$ cat config.mk
export PLATFORM = sky130hd
export DESIGN_NAME = mcod_top
export DESIGN_NICKNAME = d
export VERILOG_FILES = /design/src/core/mcod_pkg.sv /design/src/core/mcod_field_decode.sv /design/src/core/mcod_top.sv
export VERILOG_INCLUDE_DIRS = /design/src /design/src/core
export SDC_FILE = /design/constraint.sdc
export NUM_CORES = 1
export LEC_CHECK = 0
export BUFFER_PORTS_ARGS = -buffer_cell sky130_fd_sc_hd__buf_4
export CORE_ASPECT_RATIO = 0.75
export CORE_MARGIN = 2
export CORE_UTILIZATION = 40
export DETAILED_ROUTE_END_ITERATION = 8
export GPL_TIMING_DRIVEN = 0
export PLACE_DENSITY = 0.54
export SETUP_SLACK_MARGIN = 0.3
export SLEW_MARGIN = 20
export SYNTH_ARGS = -nofsm -noshare
export SYNTH_HDL_FRONTEND = slang
export SYNTH_SLANG_ARGS = --single-unit
$ cat constraint.sdc
create_clock -name clk_i -period 10.7 [get_ports clk_i]
set_clock_uncertainty 0.05 [all_clocks]
set_input_delay 1.07 -clock clk_i [delete_from_list [all_inputs] [get_ports clk_i]]
set_output_delay 1.07 -clock clk_i [all_outputs]
set_load 0.005 [all_outputs]
$ cat src/core/mcod_defines.svh
// Offsets, opcodes, field positions and reset values of the operand decoder
`ifndef MCOD_DEFINES_SVH
`define MCOD_DEFINES_SVH

// Register byte offsets on the AXI4-Lite bus
`define MCOD_OFF_INSTR  8'h00
`define MCOD_OFF_PROBE  8'h04
`define MCOD_OFF_PDATA  8'h08
`define MCOD_OFF_FLAGS  8'h0C
`define MCOD_OFF_CTRL   8'h10
`define MCOD_OFF_STATE  8'h14
`define MCOD_OFF_DIAG   8'h18
`define MCOD_OFF_JUMP   8'h1C
`define MCOD_OFF_JR1    8'h20
`define MCOD_OFF_JR2    8'h24
`define MCOD_OFF_SPARE  8'h28

// Opcodes in instruction bits 15..10
`define MCOD_OP_ADD     6'h0A
`define MCOD_OP_ADDI    6'h0C
`define MCOD_OP_SUBI    6'h06
`define MCOD_OP_MUL     6'h0D
`define MCOD_OP_LDIRH   6'h10
`define MCOD_OP_LDIRL   6'h11
`define MCOD_OP_BYTE_LEFT_SHIFT_INSTRUCTION    6'h12
`define MCOD_OP_BYTE_RIGHT_SHIFT_INSTRUCTION    6'h13
`define MCOD_OP_RSTREG  6'h14

// Math flags word bit positions
`define MCOD_FLG_C      0
`define MCOD_FLG_RZ     1
`define MCOD_FLG_RS     2
`define MCOD_FLG_UU     3
`define MCOD_FLG_UO     4
`define MCOD_FLG_SU     5
`define MCOD_FLG_SO     6

// Diagnostics word bit positions
`define MCOD_DIAG_ILL   0
`define MCOD_DIAG_REF   1

// ALU register indices
`define MCOD_IDX_IR     3'h5
`define MCOD_IDX_MH     3'h6
`define MCOD_IDX_ML     3'h7
`define MCOD_RS_MAX     3'h5

// Reset values and bus answers
`define MCOD_RST_WORD   16'h0000
`define MCOD_RESP_OKAY  2'h0
`define MCOD_RESP_SLV   2'h2

`endif

$ cat src/core/mcod_pkg.sv
// Types shared by the operand decoder modules
package mcod_pkg;

  // Target class of a core register field code
  typedef enum logic [3:0] {
    core_alu, core_math_flags, core_spare, core_jump_one, core_jump_two,
    core_counter, core_limit, core_flag, core_control, core_state,
    core_serial_data, core_setpoint, core_serial_addr, core_irq_flags,
    core_exchange
  } mcod_core_id_t;

  // Class plus index within the class
  typedef struct packed {
    mcod_core_id_t id;
    logic [2:0]    sub;
  } mcod_core_sel_t;

  // Result of decoding all operand fields
  typedef struct packed {
    logic [2:0]     alu_idx;
    logic           rs_ok;
    mcod_core_sel_t core;
    logic           jump_two;
  } mcod_decode_t;

endpackage

$ cat src/core/mcod_field_decode.sv
// Operand field decoder: ALU, restricted, core register and jump fields
`include "mcod_defines.svh"

module mcod_field_decode (
  input  wire logic [2:0]           alu_operand_field_i,
  input  wire logic [2:0]           restricted_operand_field_i,
  input  wire logic [4:0]           core_register_field_i,
  input  wire logic                 jump_select_field_i,
  output mcod_pkg::mcod_decode_t    decode_o
);

  logic [4:0] code;

  assign code = core_register_field_i;

  // All fields in one process, so the output struct has one driver
  always_comb begin
    decode_o.alu_idx  = alu_operand_field_i;
    decode_o.rs_ok    = (restricted_operand_field_i <= `MCOD_RS_MAX);
    decode_o.jump_two = jump_select_field_i;
    decode_o.core.id  = mcod_pkg::core_alu;
    decode_o.core.sub = code[2:0];
    unique case (code[4:3])
      2'b00: begin
        decode_o.core.id = mcod_pkg::core_alu;
      end
      2'b01: begin
        decode_o.core.sub = {1'b0, code[1:0]};
        if (code[2]) begin
          decode_o.core.id = mcod_pkg::core_counter;
        end else begin
          unique case (code[1:0])
            2'b00: decode_o.core.id = mcod_pkg::core_math_flags;
            2'b01: decode_o.core.id = mcod_pkg::core_spare;
            2'b10: decode_o.core.id = mcod_pkg::core_jump_one;
            2'b11: decode_o.core.id = mcod_pkg::core_jump_two;
          endcase
        end
      end
      2'b10: begin
        decode_o.core.sub = {1'b0, code[1:0]};
        if (!code[2]) begin
          decode_o.core.id = mcod_pkg::core_limit;
        end else begin
          unique case (code[1:0])
            2'b00: decode_o.core.id = mcod_pkg::core_flag;
            2'b01: decode_o.core.id = mcod_pkg::core_control;
            2'b10: decode_o.core.id = mcod_pkg::core_state;
            2'b11: decode_o.core.id = mcod_pkg::core_serial_data;
          endcase
        end
      end
      2'b11: begin
        unique case (code[2:0])
          3'h5:    decode_o.core.id = mcod_pkg::core_serial_addr;
          3'h6:    decode_o.core.id = mcod_pkg::core_irq_flags;
          3'h7:    decode_o.core.id = mcod_pkg::core_exchange;
          default: decode_o.core.id = mcod_pkg::core_setpoint;
        endcase
      end
    endcase
  end

endmodule

$ cat src/core/mcod_top.sv
// Microcore operand decoder and adder datapath behind an AXI4-Lite slave
//
// Design decisions made here: the AXI4-Lite interface to the registers and the placing of the registers.
`include "mcod_defines.svh"

module mcod_top #(
  parameter int ADDR_W = 8
) (
  input  wire logic                   clk_i,
  input  wire logic                   reset_n_i,
  input  wire logic [ADDR_W-1:0]      s_axi_awaddr_i,
  input  wire logic [2:0]             s_axi_awprot_i,
  input  wire logic                   s_axi_awvalid_i,
  output logic                        s_axi_awready_o,
  input  wire logic [31:0]            s_axi_wdata_i,
  input  wire logic [3:0]             s_axi_wstrb_i,
  input  wire logic                   s_axi_wvalid_i,
  output logic                        s_axi_wready_o,
  output logic [1:0]                  s_axi_bresp_o,
  output logic                        s_axi_bvalid_o,
  input  wire logic                   s_axi_bready_i,
  input  wire logic [ADDR_W-1:0]      s_axi_araddr_i,
  input  wire logic [2:0]             s_axi_arprot_i,
  input  wire logic                   s_axi_arvalid_i,
  output logic                        s_axi_arready_o,
  output logic [31:0]                 s_axi_rdata_o,
  output logic [1:0]                  s_axi_rresp_o,
  output logic                        s_axi_rvalid_o,
  input  wire logic                   s_axi_rready_i,
  input  wire logic [15:0]            ext_data_i,
  output mcod_pkg::mcod_core_sel_t    ext_sel_o,
  output logic [15:0]                 jump_target_o
);

  // Architectural state
  logic [15:0]             alu_reg [8];
  logic [15:0]             math_flags_word;
  logic [15:0]             spare_word;
  logic [15:0]             control_word;
  logic [15:0]             state_bits_word;
  logic [15:0]             diag_word;
  logic [15:0]             jump_target_one;
  logic [15:0]             jump_target_two;
  logic [15:0]             last_instr;
  logic [4:0]              probe_code;
  logic                    probe_jump;

  // Bus slave state
  logic                    aw_held;
  logic                    w_held;
  logic [ADDR_W-1:0]       aw_addr;
  logic [31:0]             w_data;
  logic [3:0]              w_strb;
  logic                    next_aw_held;
  logic                    next_w_held;
  logic                    next_rvalid;
  logic                    aw_take;
  logic                    w_take;
  logic                    ar_take;
  logic                    wr_do;

  // Decoder results and datapath nets
  mcod_pkg::mcod_decode_t  dec;
  mcod_pkg::mcod_decode_t  res_dec;
  logic [15:0]             instr;
  logic [5:0]              opc;
  logic                    exec;
  logic [15:0]             op1v;
  logic [15:0]             op2v;
  logic [15:0]             irv;
  logic [15:0]             add_b;
  logic [16:0]             sum17;
  logic [16:0]             diff17;
  logic [31:0]             prod;
  logic [15:0]             add_flags;
  logic [15:0]             sub_flags;
  logic [15:0]             core_val;

  // Instruction effects
  logic                    wr_en;
  logic [2:0]              wr_idx;
  logic [15:0]             wr_val;
  logic                    flag_en;
  logic [15:0]             flag_val;
  logic                    mul_en;
  logic                    rst_en;
  logic                    bad;
  logic                    refuse;

  // Write address hits
  logic                    wh_instr;
  logic                    wh_probe;
  logic                    wh_ctrl;
  logic                    wh_state;
  logic                    wh_diag;
  logic                    wh_jr1;
  logic                    wh_jr2;
  logic                    wh_spare;
  logic                    wh_any;

  // Read address hits
  logic                    rh_instr;
  logic                    rh_probe;
  logic                    rh_pdata;
  logic                    rh_flags;
  logic                    rh_ctrl;
  logic                    rh_state;
  logic                    rh_diag;
  logic                    rh_jump;
  logic                    rh_jr1;
  logic                    rh_jr2;
  logic                    rh_spare;
  logic                    rh_any;
  logic [31:0]             rd_word;

  // Byte-lane merge into a 16-bit register; upper lanes ignored
  function automatic logic [15:0] merge16(input logic [15:0] old,
                                          input logic [31:0] d,
                                          input logic [3:0]  s);
    merge16 = {s[1] ? d[15:8] : old[15:8], s[0] ? d[7:0] : old[7:0]};
  endfunction

  // Handshakes; a write completes once address and data are both held
  assign aw_take      = s_axi_awvalid_i & s_axi_awready_o;
  assign w_take       = s_axi_wvalid_i & s_axi_wready_o;
  assign ar_take      = s_axi_arvalid_i & s_axi_arready_o;
  assign wr_do        = aw_held & w_held & ~s_axi_bvalid_o;
  assign next_aw_held = wr_do ? 1'b0 : (aw_held | aw_take);
  assign next_w_held  = wr_do ? 1'b0 : (w_held | w_take);
  assign next_rvalid  = ar_take | (s_axi_rvalid_o & ~s_axi_rready_i);

  // Write decode on the held address
  assign wh_instr = (aw_addr == `MCOD_OFF_INSTR);
  assign wh_probe = (aw_addr == `MCOD_OFF_PROBE);
  assign wh_ctrl  = (aw_addr == `MCOD_OFF_CTRL);
  assign wh_state = (aw_addr == `MCOD_OFF_STATE);
  assign wh_diag  = (aw_addr == `MCOD_OFF_DIAG);
  assign wh_jr1   = (aw_addr == `MCOD_OFF_JR1);
  assign wh_jr2   = (aw_addr == `MCOD_OFF_JR2);
  assign wh_spare = (aw_addr == `MCOD_OFF_SPARE);
  assign wh_any   = wh_instr | wh_probe | wh_ctrl | wh_state | wh_diag |
                    wh_jr1 | wh_jr2 | wh_spare;

  // An instruction runs only when both low byte lanes are written
  assign exec  = wr_do & wh_instr & (w_strb[1:0] == 2'b11);
  assign instr = w_data[15:0];
  assign opc   = instr[15:10];

  // Source operands straight from the ALU field codes
  assign op1v  = alu_reg[instr[2:0]];
  assign op2v  = alu_reg[instr[5:3]];
  assign irv   = alu_reg[`MCOD_IDX_IR];

  // One adder serves both addition forms
  assign add_b  = (opc == `MCOD_OP_ADDI) ? irv : op2v;
  assign sum17  = {1'b0, op1v} + {1'b0, add_b};
  assign diff17 = {1'b0, op1v} - {1'b0, irv};
  assign prod   = op1v * op2v;

  // Addition flags: no unsigned underflow possible on a sum
  assign add_flags = {9'h000,
                      ~op1v[15] & ~add_b[15] & sum17[15],
                      op1v[15] & add_b[15] & ~sum17[15],
                      sum17[16],
                      1'b0,
                      sum17[15],
                      sum17[15:0] == 16'h0000,
                      sum17[16]};

  // Subtraction flags: carry carries the borrow
  assign sub_flags = {9'h000,
                      ~op1v[15] & irv[15] & diff17[15],
                      op1v[15] & ~irv[15] & ~diff17[15],
                      1'b0,
                      diff17[16],
                      diff17[15],
                      diff17[15:0] == 16'h0000,
                      diff17[16]};

  // Decoder: result field of the instruction, core and jump probe
  mcod_field_decode u_res_dec (
    .alu_operand_field_i        (instr[9:7]),
    .restricted_operand_field_i (instr[9:7]),
    .core_register_field_i      (probe_code),
    .jump_select_field_i        (probe_jump),
    .decode_o                   (res_dec)
  );
  assign dec = res_dec;

  // Instruction execute: effects for the cycle of the write
  always_comb begin
    wr_en    = 1'b0;
    wr_idx   = dec.alu_idx;
    wr_val   = 16'h0000;
    flag_en  = 1'b0;
    flag_val = math_flags_word;
    mul_en   = 1'b0;
    rst_en   = 1'b0;
    bad      = 1'b0;
    refuse   = 1'b0;
    if (exec) begin
      unique case (opc)
        `MCOD_OP_ADD: begin
          if (instr[6]) begin
            bad = 1'b1;
          end else begin
            wr_en    = 1'b1;
            wr_val   = sum17[15:0];
            flag_en  = 1'b1;
            flag_val = add_flags;
          end
        end
        `MCOD_OP_ADDI: begin
          wr_en    = 1'b1;
          wr_val   = sum17[15:0];
          flag_en  = 1'b1;
          flag_val = add_flags;
        end
        `MCOD_OP_SUBI: begin
          if (!dec.rs_ok) begin
            refuse = 1'b1;
          end else begin
            wr_en    = 1'b1;
            wr_val   = diff17[15:0];
            flag_en  = 1'b1;
            flag_val = sub_flags;
          end
        end
        `MCOD_OP_MUL: begin
          mul_en = 1'b1;
        end
        `MCOD_OP_LDIRH: begin
          wr_en  = 1'b1;
          wr_idx = `MCOD_IDX_IR;
          wr_val = {instr[7:0], instr[8] ? 8'h00 : irv[7:0]};
        end
        `MCOD_OP_LDIRL: begin
          wr_en  = 1'b1;
          wr_idx = `MCOD_IDX_IR;
          wr_val = {instr[8] ? 8'h00 : irv[15:8], instr[7:0]};
        end
        `MCOD_OP_BYTE_LEFT_SHIFT_INSTRUCTION: begin
          wr_en  = 1'b1;
          wr_idx = instr[2:0];
          wr_val = {op1v[7:0], 8'h00};
        end
        `MCOD_OP_BYTE_RIGHT_SHIFT_INSTRUCTION: begin
          wr_en  = 1'b1;
          wr_idx = instr[2:0];
          wr_val = {8'h00, op1v[15:8]};
        end
        `MCOD_OP_RSTREG: begin
          rst_en = 1'b1;
        end
        default: begin
          bad = 1'b1;
        end
      endcase
    end
  end

  // Core field value; external classes come from ext_data_i, the rest from local registers
  always_comb begin
    unique case (dec.core.id)
      mcod_pkg::core_alu:        core_val = alu_reg[dec.core.sub];
      mcod_pkg::core_math_flags: core_val = math_flags_word;
      mcod_pkg::core_spare:      core_val = spare_word;
      mcod_pkg::core_jump_one:   core_val = jump_target_one;
      mcod_pkg::core_jump_two:   core_val = jump_target_two;
      mcod_pkg::core_control:    core_val = control_word;
      mcod_pkg::core_state:      core_val = state_bits_word;
      default:                   core_val = ext_data_i;
    endcase
  end

  // Read decode
  assign rh_instr = (s_axi_araddr_i == `MCOD_OFF_INSTR);
  assign rh_probe = (s_axi_araddr_i == `MCOD_OFF_PROBE);
  assign rh_pdata = (s_axi_araddr_i == `MCOD_OFF_PDATA);
  assign rh_flags = (s_axi_araddr_i == `MCOD_OFF_FLAGS);
  assign rh_ctrl  = (s_axi_araddr_i == `MCOD_OFF_CTRL);
  assign rh_state = (s_axi_araddr_i == `MCOD_OFF_STATE);
  assign rh_diag  = (s_axi_araddr_i == `MCOD_OFF_DIAG);
  assign rh_jump  = (s_axi_araddr_i == `MCOD_OFF_JUMP);
  assign rh_jr1   = (s_axi_araddr_i == `MCOD_OFF_JR1);
  assign rh_jr2   = (s_axi_araddr_i == `MCOD_OFF_JR2);
  assign rh_spare = (s_axi_araddr_i == `MCOD_OFF_SPARE);
  assign rh_any   = rh_instr | rh_probe | rh_pdata | rh_flags | rh_ctrl |
                    rh_state | rh_diag | rh_jump | rh_jr1 | rh_jr2 | rh_spare;

  // Read data mux; upper half reads as zero
  assign rd_word = {16'h0000,
                    ({16{rh_instr}} & last_instr) |
                    ({16{rh_probe}} & {7'h00, probe_jump, 3'h0, probe_code}) |
                    ({16{rh_pdata}} & core_val) |
                    ({16{rh_flags}} & math_flags_word) |
                    ({16{rh_ctrl}}  & control_word) |
                    ({16{rh_state}} & state_bits_word) |
                    ({16{rh_diag}}  & diag_word) |
                    ({16{rh_jump}}  & jump_target_o) |
                    ({16{rh_jr1}}   & jump_target_one) |
                    ({16{rh_jr2}}   & jump_target_two) |
                    ({16{rh_spare}} & spare_word)};

  // Write channel handshake and response
  always_ff @(posedge clk_i or negedge reset_n_i) begin
    if (!reset_n_i) begin
      aw_held         <= 1'b0;
      w_held          <= 1'b0;
      aw_addr         <= '0;
      w_data          <= 32'h0000_0000;
      w_strb          <= 4'h0;
      s_axi_awready_o <= 1'b0;
      s_axi_wready_o  <= 1'b0;
      s_axi_bvalid_o  <= 1'b0;
      s_axi_bresp_o   <= `MCOD_RESP_OKAY;
    end else begin
      aw_held         <= next_aw_held;
      w_held          <= next_w_held;
      s_axi_awready_o <= ~next_aw_held;
      s_axi_wready_o  <= ~next_w_held;
      if (aw_take) begin
        aw_addr <= s_axi_awaddr_i;
      end
      if (w_take) begin
        w_data <= s_axi_wdata_i;
        w_strb <= s_axi_wstrb_i;
      end
      if (wr_do) begin
        s_axi_bvalid_o <= 1'b1;
        s_axi_bresp_o  <= wh_any ? `MCOD_RESP_OKAY : `MCOD_RESP_SLV;
      end else if (s_axi_bready_i) begin
        s_axi_bvalid_o <= 1'b0;
      end
    end
  end

  // Read channel: one read in flight, data captured at the address
  always_ff @(posedge clk_i or negedge reset_n_i) begin
    if (!reset_n_i) begin
      s_axi_arready_o <= 1'b0;
      s_axi_rvalid_o  <= 1'b0;
      s_axi_rdata_o   <= 32'h0000_0000;
      s_axi_rresp_o   <= `MCOD_RESP_OKAY;
    end else begin
      s_axi_rvalid_o  <= next_rvalid;
      s_axi_arready_o <= ~next_rvalid;
      if (ar_take) begin
        s_axi_rdata_o <= rd_word;
        s_axi_rresp_o <= rh_any ? `MCOD_RESP_OKAY : `MCOD_RESP_SLV;
      end
    end
  end

  // ALU register file; product lands in the upper/lower pair
  always_ff @(posedge clk_i or negedge reset_n_i) begin
    if (!reset_n_i) begin
      for (int i = 0; i < 8; i++) begin
        alu_reg[i] <= `MCOD_RST_WORD;
      end
    end else if (mul_en) begin
      alu_reg[`MCOD_IDX_MH] <= prod[31:16];
      alu_reg[`MCOD_IDX_ML] <= prod[15:0];
    end else if (wr_en) begin
      alu_reg[wr_idx] <= wr_val;
    end
  end

  // Flags move with the result write, never a cycle later
  always_ff @(posedge clk_i or negedge reset_n_i) begin
    if (!reset_n_i) begin
      math_flags_word <= `MCOD_RST_WORD;
    end else if (flag_en) begin
      math_flags_word <= flag_val;
    end
  end

  // Side words; register reset wins over a bus write only by exclusion
  always_ff @(posedge clk_i or negedge reset_n_i) begin
    if (!reset_n_i) begin
      control_word    <= `MCOD_RST_WORD;
      state_bits_word <= `MCOD_RST_WORD;
      spare_word      <= `MCOD_RST_WORD;
      jump_target_one <= `MCOD_RST_WORD;
      jump_target_two <= `MCOD_RST_WORD;
      last_instr      <= `MCOD_RST_WORD;
      probe_code      <= 5'h00;
      probe_jump      <= 1'b0;
    end else begin
      if (rst_en) begin
        control_word    <= `MCOD_RST_WORD;
        state_bits_word <= `MCOD_RST_WORD;
      end
      if (wr_do && wh_ctrl) control_word <= merge16(control_word, w_data, w_strb);
      if (wr_do && wh_state) state_bits_word <= merge16(state_bits_word, w_data, w_strb);
      if (wr_do && wh_spare) spare_word <= merge16(spare_word, w_data, w_strb);
      if (wr_do && wh_jr1) jump_target_one <= merge16(jump_target_one, w_data, w_strb);
      if (wr_do && wh_jr2) jump_target_two <= merge16(jump_target_two, w_data, w_strb);
      if (exec) last_instr <= instr;
      if (wr_do && wh_probe && w_strb[0]) probe_code <= w_data[4:0];
      if (wr_do && wh_probe && w_strb[1]) probe_jump <= w_data[8];
    end
  end

  // Sticky diagnostics: a new event beats a software or reset clear
  always_ff @(posedge clk_i or negedge reset_n_i) begin
    if (!reset_n_i) begin
      diag_word <= `MCOD_RST_WORD;
    end else begin
      if (rst_en) diag_word <= `MCOD_RST_WORD;
      else if (wr_do && wh_diag) diag_word <= diag_word & ~w_data[15:0];
      if (bad) diag_word[`MCOD_DIAG_ILL] <= 1'b1;
      if (refuse) diag_word[`MCOD_DIAG_REF] <= 1'b1;
    end
  end

  // Registered side outputs: selected class and selected jump target
  always_ff @(posedge clk_i or negedge reset_n_i) begin
    if (!reset_n_i) begin
      ext_sel_o     <= '0;
      jump_target_o <= `MCOD_RST_WORD;
    end else begin
      ext_sel_o     <= dec.core;
      jump_target_o <= dec.jump_two ? jump_target_two : jump_target_one;
    end
  end

endmodule

==> metrics <==
Seq cells post-synth=327; dominant cell type by area after synthesis=dfrtp_1; Detail Route Antenna Nets=0; worst-margin pin slew=1.19 ns; # DRC=0; worst path required time=11.05 ns; H-Tree Depth=2; Critical Path AT=10.50 ns; WL per Instance=29.1 um; cell total after placement=4024; Final min period=10.15 ns; warnings from Yosys=0; multi-input logic area=0.0182 mm^2; combinational power share=28.7%; WHS Path Cells=0; Layout area overhead=12.0%; max FFs per register=112; Leak Pwr=0.0140 uW; global-route wire length before repair=172 mm; Critical R2R Launch=w_data[1]; largest cells by area after synthesis=dfrtp_1, fa_1, mux4_2; R2R setup slack=0.55 ns; boundary pin count=145; setup TNS=0 ns; VDD IR max=0.0958 mV; CTS Buffer Depth=3; final wirelength=119 mm; die area=0.0724 mm^2; worst reg2reg path depth=27; Post-synth top cells=nand2_1, dfrtp_1, inv_1; final setup fails=0; dominant synthesized flop cell=dfrtp_1; hold slack=0.432 ns; DRT iter0 DRCs=3089; Inserted Clock Buffers=35; Max Fclk=0.0986 GHz; GPL Wtd Cong=1.00; Total GRT Usage=33.0%; max_cap viols=0; power share of the clock group=33.0%; via density per instance=6.16; area share of the largest cell type after synthesis=29.1%; die width=310 um; core region area=0.0698 mm^2; largest net degree at the start of global routing=99; average cell area after synthesis=9.52 um^2; register area=0.00818 mm^2; Post-Layout Cell Count=4084; Final HPWL DP=93.4 mm; # port buffers=101; post-synthesis cell area=0.0281 mm^2; Max FO, Critical Path=11; Post-CTS Hold Buffers=0; Max transition margin=20.4%; CTS clock-pin slew for the worst setup and hold paths=0.07 ns; sequential-to-total area share from yosys stat=29.1%; total grt overflow=0; max-slew violations=0; Unique masters post-synth=101; Hold Crit Start=probe_code[0]; EDFF count, synth=0; critical path class=reg -> reg; sequential share of power=38.2%; Setup crit end kind=flop; CTS root buffer=clkbuf_16; Power Dens Cells=124 mW/mm^2; sw frac=36.5%; status=completed; crit start category=flop; via count=25.2k; Starting Density=40.3%; Final Cycle Share=94.8%; row count=84; Final Cell Area=0.0315 mm^2; proportion of layout cells with a drive suffix above 1=15.6%; most numerous cell in the Yosys netlist=nand2_1; FFs w/ async S/R, synth=100%; antenna violations before repair=0; Hold Crit Class=reg -> reg; number of global-route vias before repair=24.2k; RSZ-0062 raised after global routing=no; Die Y=234 um; CTS tree=yes; Fin. Hold Viols=0; hold endpoint=ext_sel_o[0]; Num Clock Sinks=327; Filler cells=6822; total power draw=3910 uW; placed inst area=0.0303 mm^2; Psw=1430 uW; TritonRoute pass-1 iters=8; Cells after Synth=2953; Nets=3539; P_int=2480 uW; FF-to-FF End=alu_reg[30]; worst skew pair latency=0.58 ns
per-stage QoR:
| step | worst slack, ns | utilization (%) |
|---|---|---|
| global route | 0.375 | 45.1 |
| CTS | 0.432 | 45.1 |
| global placement | 0.536 | 43.2 |
| detailed placement | 0.434 | 43.4 |
| floorplan | 3.29 | - |
| finish | 0.555 | 45.1 |
layout make-up:
| class | instances | share of cell area, % |
|---|---|---|
| antenna | 1 | 0.00795 |
| buffer | 184 | 2.70 |
| clock buffer | 50 | 3.38 |
| clock inverter | 9 | 0.298 |
| inverter | 281 | 3.35 |
| multi-input combinational | 2178 | 57.7 |
| sequential | 327 | 26.0 |
| tap | 946 | 3.76 |
| timing repair buffer | 108 | 2.79 |
critical path, stage by stage, from the launching register on:
cell and delay (ns):
dfrtp_1 0.53, buf_2 0.41, buf_2 0.40, mux4_2 0.41
nand2_1 0.09, and2_1 0.14, clkbuf_1 0.80, clkinv_1 0.95
nand2_1 0.34, fa_1 0.48, fa_1 0.57, fa_1 0.45
fa_1 0.54, inv_1 0.05, fa_1 0.48, inv_1 0.05
fa_1 0.48, inv_1 0.04, ha_1 0.32, a21oi_1 0.19
o21ai_0 0.11, a31oi_1 0.22, o21ai_1 0.36, a41o_1 0.41
a211oi_1 0.38, o21ai_0 0.20, xnor2_1 0.38, o21ai_1 0.09
cells in the final DEF (no fill, tap or decap), types with 12 or more instances in the layout:
| cell | synthesis | final |
|---|---|---|
| nand2_1 | 485 | 485 |
| mux2_2 | 113 | 113 |
| a221oi_1 | 23 | 23 |
| nor3_1 | 18 | 17 |
| clkbuf_1 | 121 | 124 |
| o21ai_1 | 17 | 18 |
| nor2b_1 | 17 | 17 |
| a221o_1 | 14 | 14 |
| dfrtp_1 | 327 | 327 |
| o22a_1 | 15 | 15 |
| inv_1 | 275 | 275 |
| o21ai_0 | 200 | 199 |
| nand4_1 | 12 | 12 |
| xnor2_1 | 31 | 31 |
| conb_1 | 1 | 18 |
| a31oi_1 | 27 | 27 |
| a222oi_1 | 15 | 15 |
| and2_1 | 18 | 18 |
| mux2i_1 | 20 | 12 |
| mux4_2 | 96 | 96 |
| buf_4 | 26 | 130 |
| nand3_1 | 57 | 57 |
| ha_1 | 147 | 147 |
| xor2_1 | 20 | 20 |
| a22oi_1 | 63 | 63 |
| o211ai_1 | 13 | 13 |
| a21oi_1 | 125 | 125 |
| a22o_1 | 15 | 15 |
| and3_1 | 21 | 21 |
| nor2_1 | 188 | 187 |
| nand2b_1 | 27 | 27 |
| a21o_1 | 17 | 17 |
| buf_2 | 21 | 21 |
| fa_1 | 196 | 196 |
| clkbuf_16 | 0 | 37 |
| o221ai_1 | 12 | 12 |
cells by family (layout without fill, tap and decap cells):
group,after synthesis,in the layout,share of synthesized area (%)
AOI/OAI and AO/OA,625,625,14.5
xor gates and xnor gates,51,51,1.59
adders and majority gates,343,343,20.5
buffers and inverters,465,632,6.76
DFF,327,327,29.1
muxes,229,229,12.9
other,1,19,0.0133
and+or+nand+nor,912,912,14.6
how the worst max path moves through the flow:
stage               startpoint     endpoint  slack [ns]  depth (start not counted)
finish               w_data[1]  alu_reg[30]        0.55                         27
global route         w_data[2]  alu_reg[31]        0.38                         25
CTS                  w_data[1]  alu_reg[31]        0.43                         25
detailed placement   w_data[2]  alu_reg[31]        0.43                         25
global placement     w_data[2]  alu_reg[31]        0.54                         25
floorplan            w_data[3]  alu_reg[31]        3.29                         26
metal layers:
layer	wire length (um)	track usage [%]	vias up	share of wire (%)
li1	-	-	10541	-
met1	53700	51.2	12924	45
met2	45500	42.6	1536	38
met3	16900	12.1	155	14
met4	2520	6.97	2	2.1
met5	118	1.23	-	0.099
repair_timing:
action / 4_1_cts / 5_1_grt
setup endpoints to repair: 0 / 4
hold endpoints to repair: 0 / 0
resized for setup: 0 / 4
buffers inserted: 0 / 0
power groups by stage:
| stage | logic (uW) | clock network (uW) | registers, uW |
|---|---|---|---|
| global route | 1170 | 1350 | 1510 |
| detailed placement | 1100 | 0 | 1510 |
| floorplan | 667 | 0 | 1460 |
| finish | 1120 | 1290 | 1490 |
| global placement | 1080 | 0 | 1510 |
| CTS | 1100 | 1290 | 1490 |
Note: power is estimated with default switching activity, not from simulation.
